## config.mk

```make
export PLATFORM = sky130hd
export DESIGN_NAME = tac_timer
export DESIGN_NICKNAME = d
export VERILOG_FILES = /design/src/shared/tac_pkg.sv /design/src/hw/tac_prescaler.sv /design/src/hw/tac_timer.sv
export SDC_FILE = /design/constraint.sdc
export NUM_CORES = 1
export LEC_CHECK = 0
export ABC_AREA = 1
export BUFFER_PORTS_ARGS = -buffer_cell sky130_fd_sc_hd__buf_2
export CAP_MARGIN = 40
export CORE_ASPECT_RATIO = 0.8
export CORE_UTILIZATION = 54
export DETAILED_ROUTE_END_ITERATION = 12
export PLACE_DENSITY_LB_ADDON = 0.08
export SLEW_MARGIN = 20
export SYNTH_ARGS = -nofsm -noshare
export SYNTH_HDL_FRONTEND = slang
export SYNTH_SLANG_ARGS = --single-unit
```

## constraint.sdc

```tcl
create_clock -name clock -period 2.42 [get_ports clock]
set_clock_uncertainty 0.2 [all_clocks]
set_input_delay 0.121 -clock clock [delete_from_list [all_inputs] [get_ports clock]]
set_output_delay 0.121 -clock clock [all_outputs]
set_load 0.03 [all_outputs]
```

## src/shared/tac_pkg.sv

```systemverilog
// Summary of operation
// - Enable bit starts and stops counting
// - Stop-in-idle halts timer during idle
// - Write disable ignores count writes while pending
// - Write disable clear allows back-to-back writes
// - Pending flag high during async write
// - Pending flag reads zero in sync mode
// - Select field picks external clock source
// - Gate enable only with internal clock
// - Prescale field divides by 1/8/64/256
// - Sync bit chooses external input synchronising
// - Source bit picks external or internal clock
// - Unimplemented control bits read as zero
package tac_pkg;

  // ==========================================================
  // Register map
  localparam logic [3:0] TAC_ADDR_CONTROL = 4'h0;
  localparam logic [3:0] TAC_ADDR_COUNT = 4'h4;
  localparam logic [31:0] TAC_CONTROL_RESET = 32'h0000_0000;
  localparam logic [31:0] TAC_CONTROL_WMASK = 32'h0000_B3B6;

  // ==========================================================
  // Control fields
  localparam int TAC_BIT_ON = 15;
  localparam int TAC_BIT_STOP_IDLE = 13;
  localparam int TAC_BIT_WDIS = 12;
  localparam int TAC_BIT_WIP = 11;
  localparam int TAC_BIT_ECS = 8;
  localparam int TAC_BIT_GATE = 7;
  localparam int TAC_BIT_PS = 4;
  localparam int TAC_BIT_SYNC = 2;
  localparam int TAC_BIT_CS = 1;

  localparam logic [1:0] TAC_ECS_SEC_OSC = 2'h0;
  localparam logic [1:0] TAC_ECS_PIN = 2'h1;
  localparam logic [1:0] TAC_ECS_RC_OSC = 2'h2;

  // Cycles an asynchronous count write takes to land.
  localparam logic [1:0] TAC_WRITE_CYCLES = 2'h3;

  typedef struct packed {
    logic on;
    logic stop_idle;
    logic wdis;
    logic [1:0] ecs;
    logic gate;
    logic [1:0] ps;
    logic sync;
    logic cs;
  } tac_ctrl_t;

  typedef struct packed {
    logic secondary_osc;
    logic timer_clock_pin;
    logic low_power_rc_osc;
  } tac_ext_t;

  typedef enum logic [1:0] {
    TAC_WR_IDLE = 2'b00,
    TAC_WR_BUSY = 2'b01
  } tac_wr_state_t;

endpackage

```

## src/hw/tac_prescaler.sv

```systemverilog
`timescale 1ns/1ps
module tac_prescaler
  import tac_pkg::*;
(
  // Clock and reset
  input wire logic clock,
  input wire logic resetn,
  // Control
  input wire logic clear,
  input wire logic edge_in,
  input wire logic [1:0] ps,
  // Result
  output logic tick
);
  logic [7:0] div_r;
  logic [7:0] div_nxt;
  logic [7:0] limit;

  always_comb begin
    case (ps)
      2'h0: limit = 8'h00;
      2'h1: limit = 8'h07;
      2'h2: limit = 8'h3F;
      default: limit = 8'hFF;
    endcase
    div_nxt = div_r;
    tick = 1'b0;
    if (clear) begin
      div_nxt = 8'h00;
    end else if (edge_in) begin
      if (div_r >= limit) begin
        div_nxt = 8'h00;
        tick = 1'b1;
      end else begin
        div_nxt = div_r + 8'h01;
      end
    end
  end

  always_ff @(posedge clock or negedge resetn) begin
    if (!resetn) begin
      div_r <= 8'h00;
    end else begin
      div_r <= div_nxt;
    end
  end
endmodule

```

## src/hw/tac_timer.sv

```systemverilog
`timescale 1ns/1ps
module tac_timer
  import tac_pkg::*;
(
  // Clock and reset
  input wire logic clock,
  input wire logic resetn,
  // Register port
  input wire logic [3:0] addr,
  input wire logic [31:0] wdata,
  input wire logic wr,
  input wire logic rd,
  output logic [31:0] rdata,
  // Device and clock inputs
  input wire logic idle,
  input wire logic gate_in,
  input wire tac_ext_t ext_in,
  // Status
  output logic [15:0] count_out
);
  // ==========================================================
  // Declarations
  tac_ctrl_t ctrl_r;
  tac_ctrl_t ctrl_nxt;
  logic [31:0] rdata_r;
  logic [31:0] rdata_nxt;
  logic [15:0] count_r;
  logic [15:0] count_nxt;
  logic [15:0] wbuf_r;
  logic [15:0] wbuf_nxt;
  tac_wr_state_t wst_r;
  tac_wr_state_t wst_nxt;
  logic [1:0] wcnt_r;
  logic [1:0] wcnt_nxt;
  logic s1_r;
  logic s1_nxt;
  logic s2_r;
  logic s2_nxt;
  logic s3_r;
  logic s3_nxt;
  logic u_r;
  logic u_nxt;
  logic gate_r;
  logic gate_nxt;
  logic ext_raw;
  logic ext_edge;
  logic src_edge;
  logic run;
  logic tick;
  logic async_mode;
  logic wip;
  logic ctrl_wr;
  logic count_wr;
  logic count_accept;
  logic load_due;

  // ==========================================================
  // Helper functions
  // One decode serves the register writes and the checks below.
  function automatic logic strobe_at(input logic strobe, input logic [3:0] a,
      input logic [3:0] target);
    return strobe && (a == target);
  endfunction

  // The reserved select code yields a constant low level, so it never clocks.
  function automatic logic pick_source(input logic [1:0] code, input tac_ext_t src);
    logic lvl;
    case (code)
      TAC_ECS_SEC_OSC: lvl = src.secondary_osc;
      TAC_ECS_PIN: lvl = src.timer_clock_pin;
      TAC_ECS_RC_OSC: lvl = src.low_power_rc_osc;
      default: lvl = 1'b0;
    endcase
    return lvl;
  endfunction

  // Unimplemented positions stay zero because the word starts cleared.
  function automatic logic [31:0] pack_control(input tac_ctrl_t c, input logic pend);
    logic [31:0] w;
    w = 32'h0000_0000;
    w[TAC_BIT_ON] = c.on;
    w[TAC_BIT_STOP_IDLE] = c.stop_idle;
    w[TAC_BIT_WDIS] = c.wdis;
    w[TAC_BIT_WIP] = pend;
    w[TAC_BIT_ECS +: 2] = c.ecs;
    w[TAC_BIT_GATE] = c.gate;
    w[TAC_BIT_PS +: 2] = c.ps;
    w[TAC_BIT_SYNC] = c.sync;
    w[TAC_BIT_CS] = c.cs;
    return w;
  endfunction

  // ==========================================================
  // Decodes and mode
  assign ctrl_wr = strobe_at(wr, addr, TAC_ADDR_CONTROL);
  assign count_wr = strobe_at(wr, addr, TAC_ADDR_COUNT);
  // Only an unsynchronised external clock makes count writes asynchronous.
  assign async_mode = ctrl_r.cs & ~ctrl_r.sync;
  assign wip = async_mode & (wst_r == TAC_WR_BUSY);

  // ==========================================================
  // Clock source sampling
  assign ext_raw = pick_source(ctrl_r.ecs, ext_in);

  always_comb begin
    s1_nxt = ext_raw;
    s2_nxt = s1_r;
    s3_nxt = s2_r;
    u_nxt = ext_raw;
    gate_nxt = gate_in;
  end

  always_ff @(posedge clock or negedge resetn) begin
    if (!resetn) begin
      s1_r <= 1'b0;
      s2_r <= 1'b0;
      s3_r <= 1'b0;
      u_r <= 1'b0;
      gate_r <= 1'b0;
    end else begin
      s1_r <= s1_nxt;
      s2_r <= s2_nxt;
      s3_r <= s3_nxt;
      u_r <= u_nxt;
      gate_r <= gate_nxt;
    end
  end

  // Synchronised edge uses the second stage onward; unsynchronised
  // uses a single sample, which is faster but may miss glitchy edges.
  assign ext_edge = ctrl_r.sync ? (s2_r & ~s3_r) : (ext_raw & ~u_r);
  assign src_edge = ctrl_r.cs ? ext_edge : 1'b1;
  assign run = ctrl_r.on & ~(ctrl_r.stop_idle & idle)
             & (ctrl_r.cs | ~ctrl_r.gate | gate_r);

  // ==========================================================
  // Prescaler
  tac_prescaler tac_prescaler_inst (
    .clock(clock),
    .resetn(resetn),
    .clear(~ctrl_r.on),
    .edge_in(src_edge & run),
    .ps(ctrl_r.ps),
    .tick(tick)
  );

  // ==========================================================
  // Control register
  always_comb begin
    ctrl_nxt = ctrl_r;
    if (ctrl_wr) begin
      ctrl_nxt.on = wdata[TAC_BIT_ON];
      ctrl_nxt.stop_idle = wdata[TAC_BIT_STOP_IDLE];
      ctrl_nxt.wdis = wdata[TAC_BIT_WDIS];
      ctrl_nxt.ecs = wdata[TAC_BIT_ECS +: 2];
      ctrl_nxt.gate = wdata[TAC_BIT_GATE];
      ctrl_nxt.ps = wdata[TAC_BIT_PS +: 2];
      ctrl_nxt.sync = wdata[TAC_BIT_SYNC];
      ctrl_nxt.cs = wdata[TAC_BIT_CS];
    end
  end

  always_ff @(posedge clock or negedge resetn) begin
    if (!resetn) begin
      ctrl_r <= '0;
    end else begin
      ctrl_r <= ctrl_nxt;
    end
  end

  // ==========================================================
  // Asynchronous count write
  // A refused write leaves the pending value and its countdown untouched.
  assign count_accept = count_wr && async_mode
                      && !(ctrl_r.wdis && wst_r == TAC_WR_BUSY);
  assign load_due = (wst_r == TAC_WR_BUSY) && (wcnt_r == 2'h1);

  always_comb begin
    wbuf_nxt = wbuf_r;
    wst_nxt = wst_r;
    wcnt_nxt = wcnt_r;
    if (wst_r == TAC_WR_BUSY) begin
      wcnt_nxt = wcnt_r - 2'h1;
      if (load_due) begin
        wst_nxt = TAC_WR_IDLE;
      end
    end
    if (count_accept) begin
      wbuf_nxt = wdata[15:0];
      wst_nxt = TAC_WR_BUSY;
      wcnt_nxt = TAC_WRITE_CYCLES;
    end
  end

  always_ff @(posedge clock or negedge resetn) begin
    if (!resetn) begin
      wbuf_r <= 16'h0000;
      wst_r <= TAC_WR_IDLE;
      wcnt_r <= 2'h0;
    end else begin
      wbuf_r <= wbuf_nxt;
      wst_r <= wst_nxt;
      wcnt_r <= wcnt_nxt;
    end
  end

  // ==========================================================
  // Counter
  // A landing write wins over a tick in the same cycle, trading one lost
  // count for a value that always matches what software wrote.
  always_comb begin
    count_nxt = count_r;
    if (tick) begin
      count_nxt = count_r + 16'h0001;
    end
    if (load_due) begin
      count_nxt = wbuf_r;
    end
    if (count_wr && !async_mode) begin
      count_nxt = wdata[15:0];
    end
  end

  always_ff @(posedge clock or negedge resetn) begin
    if (!resetn) begin
      count_r <= 16'h0000;
    end else begin
      count_r <= count_nxt;
    end
  end

  // ==========================================================
  // Read path
  always_comb begin
    rdata_nxt = 32'h0000_0000;
    if (rd) begin
      case (addr)
        TAC_ADDR_CONTROL: rdata_nxt = pack_control(ctrl_r, wip);
        TAC_ADDR_COUNT: rdata_nxt = {16'h0000, count_r};
        default: rdata_nxt = 32'h0000_0000;
      endcase
    end
  end

  always_ff @(posedge clock or negedge resetn) begin
    if (!resetn) begin
      rdata_r <= TAC_CONTROL_RESET;
    end else begin
      rdata_r <= rdata_nxt;
    end
  end

  assign rdata = rdata_r;
  assign count_out = count_r;

  // ==========================================================
  // Checks
  a_off_holds: assert property (@(posedge clock) disable iff (!resetn)
    !ctrl_r.on && wst_r == TAC_WR_IDLE && !wr |=> $stable(count_r))
    else $error("count moved while disabled");
  a_idle_stop: assert property (@(posedge clock) disable iff (!resetn)
    ctrl_r.on && ctrl_r.stop_idle && idle |-> !tick)
    else $error("tick during idle stop");
  a_wdis_block: assert property (@(posedge clock) disable iff (!resetn)
    wr && addr == TAC_ADDR_COUNT && async_mode && ctrl_r.wdis && wst_r == TAC_WR_BUSY
    |=> $stable(wbuf_r))
    else $error("write not ignored");
  a_b2b_ok: assert property (@(posedge clock) disable iff (!resetn)
    wr && addr == TAC_ADDR_COUNT && async_mode && !ctrl_r.wdis
    |=> wbuf_r == $past(wdata[15:0]) && wst_r == TAC_WR_BUSY)
    else $error("back-to-back write lost");
  a_wip_done: assert property (@(posedge clock) disable iff (!resetn)
    count_accept ##1 (!count_wr) [*3] |=> wst_r == TAC_WR_IDLE)
    else $error("async write never completes");
  a_wip_flag: assert property (@(posedge clock) disable iff (!resetn)
    wip && rd && addr == TAC_ADDR_CONTROL |=> rdata_r[TAC_BIT_WIP])
    else $error("pending flag not shown");
  a_load_value: assert property (@(posedge clock) disable iff (!resetn)
    load_due && !(count_wr && !async_mode) |=> count_r == $past(wbuf_r))
    else $error("pending value not loaded");
  a_fast_tick: assert property (@(posedge clock) disable iff (!resetn)
    ctrl_r.on && !ctrl_r.cs && !ctrl_r.gate && ctrl_r.ps == 2'h0
    && !(ctrl_r.stop_idle && idle) |-> tick)
    else $error("no tick at one to one prescale");
  a_reserved_src: assert property (@(posedge clock) disable iff (!resetn)
    (ctrl_r.cs && ctrl_r.ecs == 2'h3) [*4] |-> !ext_edge)
    else $error("reserved source produced an edge");
  a_gate_ignored: assert property (@(posedge clock) disable iff (!resetn)
    ctrl_r.on && ctrl_r.cs && ctrl_r.gate && ctrl_r.ps == 2'h0
    && !(ctrl_r.stop_idle && idle) && ext_edge |-> tick)
    else $error("gate blocked external clock");
  a_rdata_quiet: assert property (@(posedge clock) disable iff (!resetn)
    !rd |=> rdata_r == 32'h0000_0000)
    else $error("read data without a read");
  a_wip_sync: assert property (@(posedge clock) disable iff (!resetn)
    rd && addr == TAC_ADDR_CONTROL && !async_mode |=> !rdata_r[TAC_BIT_WIP])
    else $error("pending flag set in sync mode");
  a_gate_hold: assert property (@(posedge clock) disable iff (!resetn)
    ctrl_r.on && !ctrl_r.cs && ctrl_r.gate && !gate_r |-> !tick)
    else $error("count advanced with gate low");
  a_upper_zero: assert property (@(posedge clock) disable iff (!resetn)
    rdata_r[31:16] == 16'h0000)
    else $error("upper bits not zero");
  a_tick_inc: assert property (@(posedge clock) disable iff (!resetn)
    tick && wst_r == TAC_WR_IDLE && !wr |=> count_r == $past(count_r) + 16'h0001)
    else $error("tick did not increment");
  c_async_wr: cover property (@(posedge clock) wip);
  c_gated: cover property (@(posedge clock) tick && ctrl_r.gate && !ctrl_r.cs);
  c_ext_tick: cover property (@(posedge clock) tick && ctrl_r.cs);
  c_wr_refused: cover property (@(posedge clock)
    count_wr && async_mode && ctrl_r.wdis && wst_r == TAC_WR_BUSY);
  c_idle_halt: cover property (@(posedge clock) ctrl_r.on && ctrl_r.stop_idle && idle);
endmodule

```

==> flow_metrics.tcl, run 1 <==
set metrics [dict create \
    postSynthAreaPerCell_um2 7.50 \
    busiest_layer "met2" \
    vdd_drop_max_v 0.000416 \
    slowest_stage "dfrtp_2" \
    vias_per_cell 5.12 \
    leakage_nw 2.63 \
    via_count 3811 \
    nFillCells 663 \
    critPathBufInv 1 \
    cpPeakStageDelay_ps 450 \
    clock-sinks 73 \
    p_per_area_nw_per_um2 809 \
    post-route-min-period_ps 2180 \
    critPathCaptureType "flip-flop" \
    rows 28 \
    grt_use_total_pct 28.6 \
    fmax_ghz 0.458 \
    syn_inst 548 \
    wl_per_cell_um 14.2 \
    fp.dieW_um 99.5 \
    regArea_um2 1830 \
    met2_usage_pct 43.7 \
    die_h_um 80.0 \
    htree_levels 3 \
    arrival_ps 2230 \
    rsz0062_at_grt "no" \
    multiInputGateArea_um2 1880 \
    dp_hpwl_um 7610 \
    drt-total-wl_um 10600 \
    ff2ff_path_depth 13 \
    critical_path.cell_chain "or2_1, inv_1, ha_1, nor2_1, a21oi_1, nand2_1, nand2_1, nand2_2, nand2_4, nand2_8, nand2_8, nand2_1, nand2_1" \
    gp_congestion 0.843 \
    hold_viol 0 \
    n_antenna_cell 0 \
    max-cap-violations 0 \
    placed_area_um2 4440 \
    grt_antenna_before_repair 0 \
    worstSetupPathType "flip-flop to flip-flop" \
    hold_class "primary input to asynchronous set/reset pin" \
    tns_ps 0 \
    drc 0 \
    min_period_over_period_pct 90.2 \
    clk_latency_ps 350 \
    ys_warn_count 0 \
    stdcell_area_um2 4900 \
    die-area_um2 7960 \
    final_max_slew_viol_count 0 \
    drtIter0Drc 233 \
    cp_top_family "simple AND/OR/NAND/NOR gates" \
    grt_max_degree 36 \
    cts_tree "yes" \
    clockBufferDepth 2 \
    final_cell_mix "151 x nand2_1, 72 x dfrtp_1, 62 x nor2_1" \
    crit_cells 13 \
    post-place-ws_ps 201 \
    cts.clk_slew.worst_paths_ps 80 \
    area_growth_pct 19.3 \
    finalSetupViolCount 0 \
    fin_nets 686 \
    drive_gt1_share_pct 17.5 \
    fp.coreArea_um2 7390 \
    async_flop_share_pct 100 \
    synth_ff_type "dfrtp_1" \
    worst_pin_slew_ps 597 \
    critPathRequiredTime_ps 2460 \
    synth_edf_count 0 \
    grt.met1_usage_pct 42.3 \
    relSlewSlack_pct 60.2 \
    timing.final.ws_setup_ps 238 \
    cts_root_buffer "clkbuf_8" \
    portBuffers 60 \
    start_util_pct 55.6 \
    grt_overflow_total 0 \
    crit_fanout 16 \
    final_common_cell "nand2_1" \
    yosysUniqueCellTypes 36 \
    grt_first_pass_wirelength_um 17100 \
    status "finished, final reports clean" \
    syn_area_um2 4110 \
    drtAntennaViolNets 0 \
    start_kind "flip-flop" \
    num_io_pins 93 \
    cts_buffers 9 \
    ys_seq_elements 73 \
    grt_pass1_vias 3436 \
    firstDrtPassIters 4 \
    met3_usage_pct 5.60 \
    cp_common_cell "nand2_1" \
    seq_area_frac_synth_pct 44.5 \
]
layout make-up:
| class | instances | share of cell area (%) |
|---|---|---|
| multi-input cells | 394 | 38.4 |
| repair buffers | 95 | 12.7 |
| clock buffers | 11 | 2.89 |
| well taps | 105 | 2.68 |
| clock inverters | 5 | 1.30 |
| flip-flops and latches | 73 | 37.3 |
| inverters | 62 | 4.75 |
cells by family after synthesis:
logic type,after synthesis,share of synthesized area (%)
and+or+nand+nor,299,32.0
DFF,73,44.5
xor gates and xnor gates,8,1.71
adders and majority gates,6,1.83
AOI/OAI and AO/OA,65,8.80
buffers and inverters,96,11.1
other,1,0.0913
where the power goes:
group | total [mW] | internal, mW | switching (mW)
Clock | 0.998 | 0.512 | 0.486
Sequential | 1.72 | 1.43 | 0.285
Combinational | 1.25 | 0.416 | 0.832
Total | 3.96 | 2.36 | 1.60
what timing repair did:
item	in CTS	in global routing
gates resized for setup	0	1
endpoints found under the setup margin	0	2
endpoints found under the hold margin	73	0
hold buffers	23	0
buffers inserted	0	3
flip-flops by register name, indices dropped and copies added (netlist names):
name                      cells
wst_r                         1
u_r                           1
tac_prescaler_inst.div_r      8
wbuf_r                       16
ctrl_r                       10
s2_r                          1
rdata                        16
count_out                    16
wcnt_r                        2
gate_r                        1
s3_r                          1
synthesized netlist by cell type, types with 2 or more instances:
cell / instances / area (µm²)
buf_4: 17 / 128
nand2_8: 2 / 40.0
buf_2: 7 / 35.0
inv_2: 3 / 11.3
o21ai_0: 37 / 185
xor2_1: 5 / 43.8
xnor2_1: 3 / 26.3
nand3_1: 56 / 280
o22ai_1: 3 / 18.8
nand4_1: 8 / 50.1
inv_1: 58 / 218
ha_1: 6 / 75.1
clkbuf_1: 8 / 30.0
nand2_2: 13 / 81.3
nand2_1: 151 / 567
dfrtp_1: 73 / 1830
nor2_1: 62 / 233
a21oi_1: 13 / 65.1
o211ai_1: 3 / 22.5
a31oi_1: 4 / 25.0
path summary, 6_finish.rpt:
kind / startpoint / to / slack (ps)
min in group clock: addr[0] / rdata[5] / 80
max in group asynchronous: resetn / ctrl_r[2] / 1140
worst min register to register: u_r / s2_r / 180
worst min-delay path: resetn / tac_prescaler_inst.div_r[4] / 80
worst max-delay path: ctrl_r[2] / count_out[2] / 240
worst max register to register: ctrl_r[2] / count_out[2] / 240
layer usage:
metal / wire length [µm] / share of wire [%] / up-vias
li1: - / - / 1881
met1: 5060 / 48 / 1767
met2: 4740 / 45 / 156
met3: 700 / 6.6 / 7
met4: 63 / 0.60 / 0
met5: 0 / 0 / -
stage by stage:
step | instances | total power, mW | utilization [%] | hold WS, ps
after floorplan | 563 | 2.53 | - | -375
after detailed placement | 703 | 2.92 | 60.1 | -77.4
after global routing | 745 | 4.19 | 66.3 | 98.7
after global placement | 703 | 2.89 | 60.1 | -83.0
after CTS | 742 | 3.95 | 65.9 | 64.4
final | 745 | 3.96 | 66.3 | 77.1
(Power assumes the default switching activity.)
==> run 2: changes to the inputs <==
--- a/config.mk
+++ b/config.mk
@@ -8,7 +8,7 @@
 export ABC_AREA = 1
 export BUFFER_PORTS_ARGS = -buffer_cell sky130_fd_sc_hd__buf_2
 export CAP_MARGIN = 40
-export CORE_ASPECT_RATIO = 0.8
+export CORE_ASPECT_RATIO = 1.25
 export CORE_UTILIZATION = 54
 export DETAILED_ROUTE_END_ITERATION = 12
 export PLACE_DENSITY_LB_ADDON = 0.08
==> flow_metrics.tcl, run 2 (synthesized netlist as in run 1, its figures left out) <==
set metrics [dict create \
    via_count 3821 \
    final_common_cell "nand2_1" \
    clk_latency_ps 360 \
    cts_tree "yes" \
    fin_util_pct 66.0 \
    grt_first_pass_wirelength_um 17200 \
    final_cell_mix "151 x nand2_1, 72 x dfrtp_1, 62 x nor2_1" \
    grt_overflow_total 0 \
    cp_common_cell "nand2_1" \
    fp.dieW_um 80.0 \
    drt-total-wl_um 10400 \
    max-cap-violations 0 \
    gp_congestion 0.909 \
    drc 0 \
    drive_gt1_share_pct 17.3 \
    portBuffers 60 \
    htree_levels 3 \
    area_growth_pct 18.2 \
    vias_per_cell 5.24 \
    cpPeakStageDelay_ps 470 \
    met3_usage_pct 6.06 \
    clockBufferDepth 2 \
    critPathRequiredTime_ps 2470 \
    critPathCaptureType "flip-flop" \
    dp_hpwl_um 7500 \
    cts_buffers 9 \
    n_antenna_cell 0 \
    crit_cells 13 \
    power_frac_seq_pct 44.3 \
    critPathBufInv 1 \
    p_per_area_nw_per_um2 784 \
    critical_path.cell_chain "or2_1, inv_1, ha_1, nor2_1, a21oi_1, nand2_1, nand2_1, nand2_2, nand2_4, nand2_8, nand2_8, nand2_1, nand2_1" \
    power_mw 3.81 \
    cp-startpoint "ctrl_r[3]" \
    die_h_um 99.5 \
    cp-endpoint "count_out[3]" \
    r2r-end "count_out[3]" \
    crit_fanout 17 \
    reg2reg_from "ctrl_r[3]" \
    fp.coreArea_um2 7360 \
    stdcell_area_um2 4860 \
    grt.met1_usage_pct 36.0 \
    start_kind "flip-flop" \
    switching_share_pct 41.4 \
    final_max_slew_viol_count 0 \
    fin_hold_ws_ps 8.29 \
    cts.clk_slew.worst_paths_ps 90 \
    busiest_layer "met2" \
    fin_nets 683 \
    rows 35 \
    met2_usage_pct 46.9 \
    cts_root_buffer "clkbuf_8" \
    p_switching_mw 1.58 \
    p_int_mw 2.23 \
    drtIter0Drc 226 \
    start_util_pct 55.8 \
    ff2ff_setup_slack_ps 200 \
    wl_per_cell_um 14.3 \
    firstDrtPassIters 5 \
    drtAntennaViolNets 0 \
    slowest_stage "dfrtp_2" \
    share_clk_of_total_power_pct 23.1 \
    hold_class "primary input to flip-flop" \
    arrival_ps 2270 \
    die-area_um2 7960 \
    clock-sinks 73 \
    cp_top_family "simple AND/OR/NAND/NOR gates" \
    hold_viol 0 \
    grt_pass1_vias 3598 \
    post-route-min-period_ps 2220 \
    finalSetupViolCount 0 \
    min_period_over_period_pct 91.7 \
    holdCritStartpoint "addr[3]" \
    leakage_nw 2.61 \
    num_io_pins 93 \
    ff2ff_path_depth 13 \
    status "finished, final reports clean" \
    worstSetupPathType "flip-flop to flip-flop" \
    placed_area_um2 4430 \
    vdd_drop_max_v 0.000405 \
    fmax_ghz 0.451 \
    grt_use_total_pct 28.5 \
    rsz0062_at_grt "no" \
    grt_antenna_before_repair 0 \
    worst_pin_slew_ps 677 \
    tns_ps 0 \
    grt_max_degree 41 \
    p_comb_share_pct 32.6 \
    relSlewSlack_pct 54.8 \
]
-- run 2: cell count changes in the layout (fill, tap and decap cells not counted), sizes merged --
cell      change
clkinvlp      +2
bufinv        -1
inv           +1
clkbuf        -2
buf           -3
-- run 2: routing by layer --
layer  vias up  part of all wire [%]
li1       1876                     -
met4         0                   2.6
met5         -                     0
met1      1798                    43
met3        25                   4.7
met2       122                    50
-- run 2: layout make-up --
type / count / area (µm²)
Inverter: 62 / 233
Multi-Input combinational cell: 394 / 1880
Clock buffer: 9 / 124
Clock inverter: 7 / 53.8
Timing Repair Buffer: 92 / 623
Fill cell: 691 / 2500
Tap cell: 92 / 115
Sequential cell: 73 / 1830
-- run 2: timing repair --
| item | in CTS | in global routing |
|---|---|---|
| endpoints found under the setup margin | 0 | 2 |
| endpoints found under the hold margin | 84 | 1 |
| hold buffers | 22 | 1 |
| buffers inserted | 0 | 0 |
| resized for setup | 0 | 1 |
-- run 2: how the worst min path moves through the flow --
stage	to	slack (ps)	depth (start not counted)
finish	rdata[5]	8	5
global route	rdata[5]	30	5
CTS	rdata[5]	0.2	5
detailed placement	gate_r	30	1
global placement	gate_r	30	1
floorplan	count_out[0]	-370	0
-- run 2: worst register-to-register path, delay by kind of cell, from the launching register on --
kind	cells	cell delay [ps]
buf+inv	1	60
flops	1	470
compound gates	1	50
simple gates	10	1130
fa+ha+maj	1	210
-- run 2: power by group through the flow --
stage / logic (mW) / registers [mW] / clock network [mW]
2_1_floorplan: 0.711 / 1.82 / 0
3_3_place_gp: 1.18 / 1.69 / 0
3_5_place_dp: 1.20 / 1.71 / 0
4_1_cts: 1.24 / 1.68 / 0.898
5_1_grt: 1.38 / 1.72 / 0.955
6_report: 1.24 / 1.69 / 0.880
-- run 2: through the flow --
stage | setup WS [ps] | instances
2_1_floorplan | 393 | 563
3_3_place_gp | 241 | 689
3_5_place_dp | 188 | 689
4_1_cts | 165 | 727
5_1_grt | 52.0 | 729
6_report | 201 | 729
